## src/scl_pkg.sv

```systemverilog
// Purpose: constants for the strap configuration latch
// Assumes: strap codes arrive already quantised to four bits per pin
// Notes: field positions index the 32-bit captured word, pin n at bits 4n+3:4n
// Summary of operation
// RULE1: During reset each of the eight strap pins is sampled as a four-bit code, 32 bits in all.
// RULE2: Every captured bit becomes the power-up default of one configuration field output.
// RULE3: Code bit 3 is 1 for a pull to the analog supply rail and 0 for a pull to ground.
// RULE4: Code bits 2:0 rise with resistor value, 000 for a direct tie up to 111 for 22.6k.
// RULE5: Pin 0 gives address 3:0, pin 1 gives address 4, module-mode disable, detect direction, impedance; pin 2 gives mode.
// RULE6: Pins 3 to 7 give LED, heartbeat, echo, advertisement, pulsing, view, timing, power and flow fields.
// RULE7: The five-bit address selects the management address and is readable in a control register.
// RULE8: The four-bit operating mode selects the MAC to media interface combination.
// RULE9: Captured codes hold from reset release until the next reset, ignoring later pin changes.
package scl_pkg;
    localparam int STRAP_PINS = 8;
    localparam int CODE_W = 4;
    localparam int CFG_W = 32;
    localparam int RAIL_BIT = 3;
    localparam logic [2:0] LEVEL_TIE = 3'h0;
    localparam logic [2:0] LEVEL_MAX = 3'h7;
    // Field positions in the captured word
    localparam int F_ADDR_LO = 0;
    localparam int F_ADDR_HI = 6;
    localparam int F_SERDES_IMP = 4;
    localparam int F_SIGNAL_DETECT_PIN_DIR = 5;
    localparam int F_SFP_DIS = 7;
    localparam int F_MODE = 8;
    localparam int F_ANEG1 = 12;
    localparam int F_ECHO = 13;
    localparam int F_HEARTBEAT = 14;
    localparam int F_LED1 = 15;
    localparam int F_VIEW = 16;
    localparam int F_ANEG0 = 17;
    localparam int F_PULSE = 18;
    localparam int F_LED0 = 19;
    localparam int F_RX_TIMING = 20;
    localparam int F_TX_TIMING = 22;
    localparam int F_CLK_FREQ = 24;
    localparam int F_EPD_EN = 25;
    localparam int F_SIGNAL_DETECT_PIN_POL = 26;
    localparam int F_BP_LOWPWR = 27;
    localparam int F_FLOW = 28;
    localparam int F_DOWNSHIFT = 30;
    localparam int F_LINK_ACT = 31;
    // Register map, byte addresses
    localparam logic [3:0] ADDR_STRAP_WORD = 4'h0;
    localparam logic [3:0] ADDR_EXT_CTRL = 4'h4;
    localparam logic [3:0] ADDR_MGMT_OVR = 4'h8;
    localparam int EXT_ADDR_LSB = 11;
    localparam logic [1:0] RESP_OKAY = 2'h0;
    localparam logic [1:0] RESP_SLVERR = 2'h2;
    // Operating mode codes
    typedef enum logic [3:0] {
        SCL_SERDES_CAT5_AS = 4'h0, SCL_RGMII_AUTO = 4'h1, SCL_GMII_FIBER = 4'h2,
        SCL_GMII_AUTO = 4'h3, SCL_SERDES_NO37 = 4'h4, SCL_SGMII_CLK = 4'h5,
        SCL_RGMII_CAT5 = 4'h6, SCL_RGMII_FIBER = 4'h7, SCL_GMII_CAT5 = 4'h8,
        SCL_TBI_CAT5 = 4'h9, SCL_SERDES_CONV = 4'ha, SCL_TBI_FIBER = 4'hb,
        SCL_RTBI_CAT5 = 4'hc, SCL_SERIAL_FIBER = 4'hd, SCL_SERDES_C37 = 4'he,
        SCL_SGMII_NOCLK = 4'hf
    } scl_mode_t;
endpackage

```

## src/scl_strap_config_latch.sv

```systemverilog
// Purpose: latch strap codes during reset and present them as config defaults
// Assumes: at least one clock edge occurs while reset is held
// Notes: AXI4-Lite slave exposes captured word and the management address
//
// The implementer's own choices: the register offsets and the AXI4-Lite interface to the registers.
`timescale 1ns/1ps
module scl_strap_config_latch
    import scl_pkg::*;
#(
    parameter int PINS = STRAP_PINS
)
(
    input wire logic clock,
    input wire logic reset,
    input wire logic [PINS-1:0] config_strap_pins,
    input wire logic [3*PINS-1:0] strap_level,
    input wire logic [4:0] mgmt_addr_in,
    output logic mgmt_addr_match,
    output logic [4:0] phy_address,
    output logic [3:0] operating_mode,
    output logic sfp_mode_disable,
    output logic signal_detect_pin_dir,
    output logic serdes_impedance,
    output logic [1:0] led_control,
    output logic heartbeat_test_en,
    output logic echo_10bt,
    output logic [1:0] aneg_adv_ctrl,
    output logic led_pulsing,
    output logic register_view,
    output logic [1:0] tx_timing_comp,
    output logic [1:0] rx_timing_comp,
    output logic backplane_low_power,
    output logic signal_detect_pin_pol,
    output logic enhanced_pd_en,
    output logic host_clock_output_freq,
    output logic link_act_behaviour,
    output logic downshift_en,
    output logic [1:0] flow_control,
    output logic mode_is_copper,
    input wire logic [3:0] s_axi_awaddr,
    input wire logic s_axi_awvalid,
    output logic s_axi_awready,
    input wire logic [31:0] s_axi_wdata,
    input wire logic [3:0] s_axi_wstrb,
    input wire logic s_axi_wvalid,
    output logic s_axi_wready,
    output logic [1:0] s_axi_bresp,
    output logic s_axi_bvalid,
    input wire logic s_axi_bready,
    input wire logic [3:0] s_axi_araddr,
    input wire logic s_axi_arvalid,
    output logic s_axi_arready,
    output logic [31:0] s_axi_rdata,
    output logic [1:0] s_axi_rresp,
    output logic s_axi_rvalid,
    input wire logic s_axi_rready
);
    logic [CFG_W-1:0] cfg;
    logic reset_seen;
    logic [4:0] addr_ovr;
    logic ovr_en;

    // One capture cell per strap pin
    genvar gi;
    generate
        for (gi = 0; gi < PINS; gi++) begin : g_pin
            scl_pin_capture u_cap (
                .clock(clock),
                .reset(reset),
                .pulled_up(config_strap_pins[gi]),
                .level(strap_level[3*gi +: 3]),
                .code(cfg[CODE_W*gi +: CODE_W])
            );
        end
    endgenerate

    // Field decode from captured word
    wire [4:0] strap_addr = {cfg[F_ADDR_HI], cfg[F_ADDR_LO +: 4]}; // RULE5
    wire [4:0] active_addr = ovr_en ? addr_ovr : strap_addr;
    wire [3:0] strap_mode = cfg[F_MODE +: 4]; // RULE5 RULE8

    function automatic logic copper_mode(input logic [3:0] m);
        case (scl_mode_t'(m))
            SCL_GMII_FIBER, SCL_RGMII_FIBER, SCL_TBI_FIBER, SCL_SERIAL_FIBER: copper_mode = 1'b0;
            default: copper_mode = 1'b1;
        endcase
    endfunction

    // Config outputs registered; zero while reset samples the pins, then loaded each clock from the captured word, phy_address from addr_ovr when ovr_en
    always_ff @(posedge clock or posedge reset) begin
        if (reset) begin
            reset_seen <= 1'b1;
            {phy_address, operating_mode, mode_is_copper} <= 10'h000;
            {sfp_mode_disable, signal_detect_pin_dir, serdes_impedance} <= 3'h0;
            {led_control, heartbeat_test_en, echo_10bt, aneg_adv_ctrl} <= 6'h00;
            {led_pulsing, register_view, tx_timing_comp, rx_timing_comp} <= 6'h00;
            {backplane_low_power, signal_detect_pin_pol, enhanced_pd_en} <= 3'h0;
            {host_clock_output_freq, link_act_behaviour, downshift_en} <= 3'h0;
            flow_control <= 2'h0;
            mgmt_addr_match <= 1'b0;
        end else begin
            reset_seen <= 1'b0;
            phy_address <= active_addr; // RULE2 RULE7
            operating_mode <= strap_mode; // RULE8
            mode_is_copper <= copper_mode(strap_mode); // RULE8
            sfp_mode_disable <= cfg[F_SFP_DIS]; // RULE5
            signal_detect_pin_dir <= cfg[F_SIGNAL_DETECT_PIN_DIR]; // RULE5
            serdes_impedance <= cfg[F_SERDES_IMP]; // RULE5
            led_control <= {cfg[F_LED1], cfg[F_LED0]}; // RULE6
            heartbeat_test_en <= cfg[F_HEARTBEAT]; // RULE6
            echo_10bt <= cfg[F_ECHO]; // RULE6
            aneg_adv_ctrl <= {cfg[F_ANEG1], cfg[F_ANEG0]}; // RULE6
            led_pulsing <= cfg[F_PULSE]; // RULE6
            register_view <= cfg[F_VIEW]; // RULE6
            tx_timing_comp <= cfg[F_TX_TIMING +: 2]; // RULE6
            rx_timing_comp <= cfg[F_RX_TIMING +: 2]; // RULE6
            backplane_low_power <= cfg[F_BP_LOWPWR]; // RULE6
            signal_detect_pin_pol <= cfg[F_SIGNAL_DETECT_PIN_POL]; // RULE6
            enhanced_pd_en <= cfg[F_EPD_EN]; // RULE6
            host_clock_output_freq <= cfg[F_CLK_FREQ]; // RULE6
            link_act_behaviour <= cfg[F_LINK_ACT]; // RULE6
            downshift_en <= cfg[F_DOWNSHIFT]; // RULE6
            flow_control <= cfg[F_FLOW +: 2]; // RULE6
            mgmt_addr_match <= (mgmt_addr_in == active_addr); // RULE7
        end
    end

    // AXI4-Lite write path: takes address and data in either order
    logic aw_held;
    logic w_held;
    logic [3:0] aw_addr;
    logic [31:0] w_data;
    logic [3:0] w_strb;
    wire aw_take = s_axi_awvalid && s_axi_awready;
    wire w_take = s_axi_wvalid && s_axi_wready;
    wire have_aw = aw_held || aw_take;
    wire have_w = w_held || w_take;
    wire [3:0] wr_addr = aw_held ? aw_addr : s_axi_awaddr;
    wire [31:0] wr_data = w_held ? w_data : s_axi_wdata;
    wire [3:0] wr_strb = w_held ? w_strb : s_axi_wstrb;
    wire wr_fire = have_aw && have_w && !s_axi_bvalid;
    wire wr_hit = (wr_addr == ADDR_MGMT_OVR);
    wire wr_ro = (wr_addr == ADDR_STRAP_WORD) || (wr_addr == ADDR_EXT_CTRL);

    always_ff @(posedge clock or posedge reset) begin
        if (reset) begin
            s_axi_awready <= 1'b0;
            s_axi_wready <= 1'b0;
            aw_held <= 1'b0;
            w_held <= 1'b0;
            aw_addr <= 4'h0;
            w_data <= 32'h0000_0000;
            w_strb <= 4'h0;
            s_axi_bvalid <= 1'b0;
            s_axi_bresp <= RESP_OKAY;
            addr_ovr <= 5'h00;
            ovr_en <= 1'b0;
        end else begin
            s_axi_awready <= !have_aw && !s_axi_awready;
            s_axi_wready <= !have_w && !s_axi_wready;
            if (aw_take) begin
                aw_held <= 1'b1;
                aw_addr <= s_axi_awaddr;
            end
            if (w_take) begin
                w_held <= 1'b1;
                w_data <= s_axi_wdata;
                w_strb <= s_axi_wstrb;
            end
            if (wr_fire) begin
                aw_held <= 1'b0;
                w_held <= 1'b0;
                s_axi_awready <= 1'b0;
                s_axi_wready <= 1'b0;
                s_axi_bvalid <= 1'b1;
                s_axi_bresp <= (wr_hit || wr_ro) ? RESP_OKAY : RESP_SLVERR;
                // Software override of the strapped management address
                if (wr_hit && wr_strb[0]) begin
                    addr_ovr <= wr_data[4:0];
                    ovr_en <= wr_data[7];
                end
            end else if (s_axi_bvalid && s_axi_bready) begin
                s_axi_bvalid <= 1'b0;
            end
        end
    end

    // AXI4-Lite read path, one cycle after the address
    wire [31:0] rd_mux =
        (s_axi_araddr == ADDR_STRAP_WORD) ? cfg :
        (s_axi_araddr == ADDR_EXT_CTRL) ? (32'(active_addr) << EXT_ADDR_LSB) :
        (s_axi_araddr == ADDR_MGMT_OVR) ? {24'h00_0000, ovr_en, 2'h0, addr_ovr} :
        32'h0000_0000;
    wire rd_ok = (s_axi_araddr == ADDR_STRAP_WORD) || (s_axi_araddr == ADDR_EXT_CTRL) ||
        (s_axi_araddr == ADDR_MGMT_OVR);

    always_ff @(posedge clock or posedge reset) begin
        if (reset) begin
            s_axi_arready <= 1'b0;
            s_axi_rvalid <= 1'b0;
            s_axi_rdata <= 32'h0000_0000;
            s_axi_rresp <= RESP_OKAY;
        end else begin
            s_axi_arready <= !s_axi_rvalid && !s_axi_arready && s_axi_arvalid;
            if (s_axi_arvalid && s_axi_arready) begin
                s_axi_rvalid <= 1'b1;
                s_axi_rdata <= rd_mux; // RULE7
                s_axi_rresp <= rd_ok ? RESP_OKAY : RESP_SLVERR;
            end else if (s_axi_rvalid && s_axi_rready) begin
                s_axi_rvalid <= 1'b0;
            end
        end
    end

    // Captured word must not move outside reset
    chk_word_held: assert property (@(posedge clock) disable iff (reset)
        !reset_seen |-> cfg == $past(cfg)) else $error("strap word changed"); // RULE9
    chk_addr_follow: assert property (@(posedge clock) disable iff (reset)
        (!ovr_en && !reset_seen) |=> phy_address == $past(strap_addr))
        else $error("address not from straps"); // RULE5
    chk_mode_follow: assert property (@(posedge clock) disable iff (reset)
        !reset_seen |=> operating_mode == cfg[F_MODE +: 4])
        else $error("mode not from straps"); // RULE8
    chk_flow_follow: assert property (@(posedge clock) disable iff (reset)
        !reset_seen |=> flow_control == cfg[F_FLOW +: 2] && led_control[1] == cfg[F_LED1])
        else $error("field not from straps"); // RULE6
    chk_rail_bit: assert property (@(posedge clock) disable iff (reset)
        $fell(reset_seen) |-> cfg[RAIL_BIT] == $past(config_strap_pins[0], 2))
        else $error("rail bit wrong"); // RULE3
    chk_level_bits: assert property (@(posedge clock) disable iff (reset)
        $fell(reset_seen) |-> cfg[2:0] == $past(strap_level[2:0], 2))
        else $error("level bits wrong"); // RULE4
    chk_match_addr: assert property (@(posedge clock) disable iff (reset)
        !reset_seen && mgmt_addr_in == active_addr |=> mgmt_addr_match)
        else $error("address match missed"); // RULE7
    chk_bresp_follows: assert property (@(posedge clock) disable iff (reset)
        wr_fire |=> s_axi_bvalid ##0 $stable(cfg)) else $error("write response missing"); // RULE2
endmodule

```

## src/scl_pin_capture.sv

```systemverilog
// Purpose: one strap pin, forms and holds its four-bit code
// Assumes: level arrives as a 3-bit resistor bucket plus a pull direction
// Notes: capture is open only while reset is high
`timescale 1ns/1ps
module scl_pin_capture
    import scl_pkg::*;
(
    input wire logic clock,
    input wire logic reset,
    input wire logic pulled_up,
    input wire logic [2:0] level,
    output logic [CODE_W-1:0] code
);
    // Direction in the top bit, resistor bucket below
    wire [CODE_W-1:0] next_code = {pulled_up, level}; // RULE3 RULE4

    // Asynchronous reset cannot load a pin value, so sample on clock while held
    always_ff @(posedge clock) begin
        if (reset) begin
            code <= next_code; // RULE1 RULE9
        end
    end
endmodule

```

## config.mk

```make
export PLATFORM = sky130hd
export DESIGN_NAME = scl_strap_config_latch
export DESIGN_NICKNAME = d
export VERILOG_FILES = /design/src/scl_pkg.sv /design/src/scl_strap_config_latch.sv /design/src/scl_pin_capture.sv
export SDC_FILE = /design/constraint.sdc
export NUM_CORES = 1
export LEC_CHECK = 0
export CORE_MARGIN = 1.5
export CORE_UTILIZATION = 56
export CTS_CLUSTER_DIAMETER = 100
export DETAILED_ROUTE_END_ITERATION = 10
export DONT_BUFFER_PORTS = 1
export PLACE_DENSITY = 0.85
export SLEW_MARGIN = 25
export SYNTH_ARGS = -nofsm -noshare
export SYNTH_HDL_FRONTEND = slang
export SYNTH_SLANG_ARGS = --single-unit
```

## constraint.sdc

```tcl
create_clock -name clock -period 2.5 [get_ports clock]
set_input_delay 0.125 -clock clock [delete_from_list [all_inputs] [get_ports clock]]
set_output_delay 0.125 -clock clock [all_outputs]
set_load 0.01 [all_outputs]
```

==> reports/metrics.yaml <==
drive_above_1_share_pct: 17.8
drt-wirelength-per-cell_um: 19.2
cts.clk_slew.worst_paths_ps: 60
grt_pass1_vias: 3027
timing.fmax_mhz: 492
ir_worst_vdd_mv: 0.587
clock-sinks: 124
fill_cells: 502
worstPathMaxFanout: 7
power.leakage_nw: 2.36
outcome: "finished clean"
p_sw_share_pct: 25.8
syn_inst: 314
die_x_um: 91.8
ctsHtreeMaxLevel: 4
overflow: 0
synth.top_cell.area_share_pct: 52.2
clkPwrFrac_pct: 40.8
drtIter0Drc: 131
clock_latency_ps: 490
seq_power_share_pct: 46.8
postCtsSetupBuffers: 0
synth_cell_type_count: 28
yosysSeqAreaShare_pct: 73.9
cap_violations: 0
cts_root_buffer: "clkbuf_8"
synth_edf_count: 32
yosysTopAreaCell: "dfrtp_1"
cts.path.max_buffers: 2
wirelength_um: 9650
endpoint_kind: "register"
cts_tree: "done"
max_slew_margin_pct: 61.7
fin_crit_ps: 2030
rsz0062_at_grt: "no"
finalHoldViolCount: 0
use_met3_pct: 7.88
crit_slowest_cell: "dlygate4sd3_1"
hold_class: "in -> reg"
reg2reg_depth: 5
ys_top_cells_by_area: "dfrtp_1, edfxtp_1, mux2_2, nand2_1, o21ai_0"
grt_pass1_wl_um: 15300
row_count: 32
diodes: 0
timing.setup.critical_path_class: "reg -> reg"
avgSynthCellArea_um2: 14.1
viasPerCell: 5.46
cp.required_ps: 2930
synth_area_um2: 4410
fp.dieArea_um2: 8420
max_stage_delay_ps: 600
ctsHoldBuffers: 62
skew_ps: 7.49
finalCritPeriodShare_pct: 81.3
hold_slack_ps: 75.0
final_antenna_net_count: 0
grt_usage_pct: 24.4
cp-start-kind: "register"
tightest_slew_ps: 572
p_switching_mw: 1.51
coreArea_um2: 7690
start_util_pct: 57.4
nNetsFinal: 475
async_reset_ff_share_pct: 74.2
whs_path_depth: 2
setup_viol: 0
drtPass1Iterations: 4
arrival_ps: 2460
cts_resized: 0
synth_seq_cells: 124
powerDensity_nw_per_um2: 1010
grtUsageMet1_pct: 28.6
io_pins: 163
path_cells: "mux2_2 -> xnor2_1 -> nand3_1 -> nor3_1 -> dlygate4sd3_1"
io_buffers: 0
slew_viol_final: 0
area_delta_synth_final_pct: 30.4
dr_total_vias: 2742
die_h_um: 91.8
grt_use_met2_pct: 41.2
layout_setup_ws_ps: 468
gp_congestion: 0.725
intPower_mw: 4.33
antenna_found_initial: 0
dp_hpwl_um: 5780
pwr-share-comb_pct: 12.4
grt_max_degree: 59
cts_made_buffers: 17
grt.busiest_layer: "met2"
yosys_most_used_dff: "dfrtp_1"
detail_route.drc_violations: 0
total_power_mw: 5.84
ys_warn_count: 0
post-place-ws_ps: 566
tns_ps: 0
[sequential cells by signal, summed over array words and instances (netlist names), 2 cells and up]
| register | flops |
|---|---|
| rx_timing_comp | 2 |
| operating_mode | 4 |
| g_pin.u_cap.code | 32 |
| aneg_adv_ctrl | 2 |
| s_axi_rdata | 32 |
| aw_addr | 4 |
| w_data | 6 |
| flow_control | 2 |
| tx_timing_comp | 2 |
| addr_ovr | 5 |
| led_control | 2 |
| phy_address | 5 |
[worst max-delay path: cells and delay by family, from the launching register on]
family / cells / cell delay [ps]
multiplexers: 1 / 430
buffers and inverters: 1 / 600
flip-flops: 1 / 520
XOR/XNOR: 1 / 160
AND/OR/NAND/NOR: 2 / 260
[power groups by stage]
stage               registers, mW  logic, mW  clock network (mW)
finish                       2.74      0.723                2.38
floorplan                    2.64      0.528                   0
global placement             2.74      0.528                   0
detailed placement           2.76      0.552                   0
global route                 2.78      0.796                2.51
CTS                          2.73      0.709                2.41
[synthesized netlist by cell type (2+ instances only)]
cell / n
nor2_1: 8
mux2_2: 28
buf_4: 2
inv_1: 4
xnor2_1: 3
a21oi_1: 3
a22oi_1: 11
nor4b_1: 3
dfrtp_1: 92
edfxtp_1: 32
xor2_1: 3
o21ai_0: 37
nor3_1: 3
buf_6: 2
nand2_1: 61
clkbuf_1: 10
[placed cells by master, fill, tap and decap left out, drive strengths merged]
cell         instances
mux2                28
nor4                 2
mux2i                1
clkinv               5
nand3                1
xnor2                3
clkbuf              18
nand2               61
dfrtp               92
conb                 2
edfxtp              32
inv                  4
a211oi               1
a22oi               11
nor3                 3
a21oi                4
nor3b                1
o21ai               37
buf                  7
xor2                 3
clkinvlp             6
a32oi                1
or3                  1
a311oi               1
dlygate4sd3         61
bufinv               3
nor2                 8
nor4b                3
[per-layer routing]
layer,part of all wire (%),wire (µm)
met5,0,0
met4,1.9,184
met3,5.8,561
met2,53,5070
met1,40,3830
[final cells by class]
class / count / area, µm² / area share (%)
timing repair buffer: 68 / 688 / 12.0
clock inverter: 14 / 171 / 2.98
inverter: 4 / 18.8 / 0.326
sequential: 124 / 3260 / 56.7
clock buffer: 18 / 418 / 7.26
multi-input combinational: 172 / 1070 / 18.6
tap: 102 / 128 / 2.22
[kinds of logic (layout without fill, tap and decap cells)]
| kind of cell | after synthesis | count (layout) | synth area share, % |
|---|---|---|---|
| AO/OA/AOI/OAI | 55 | 55 | 7.17 |
| buffers and inverters | 19 | 104 | 2.15 |
| flip-flops | 124 | 124 | 73.9 |
| multiplexers | 29 | 29 | 7.37 |
| AND/OR/NAND/NOR | 80 | 80 | 8.11 |
| XOR/XNOR | 6 | 6 | 1.19 |
| other | 1 | 2 | 0.0850 |
[metrics by stage]
step | util, % | cells | area, µm²
5_1_grt | 74.9 | 502 | 5760
4_1_cts | 74.9 | 502 | 5760
2_1_floorplan | - | 315 | 4420
3_5_place_dp | 59.0 | 408 | 4540
6_report | 74.9 | 502 | 5760
3_3_place_gp | 59.0 | 408 | 4540
[path summary, 6_finish.rpt]
kind                                   startpoint                end  slack (ps)
setup / recovery                           ovr_en    mgmt_addr_match         470
hold / removal                       s_axi_wvalid          w_data[0]          80
setup reg to reg                           ovr_en    mgmt_addr_match         470
max in group asynchronous                   reset          w_strb[0]        1060
min in group asynchronous                   reset     s_axi_rdata[7]        1060
hold reg to reg            g_pin[5].u_cap.code[1]  rx_timing_comp[1]         370
Note: power is estimated with default switching activity, not from simulation.
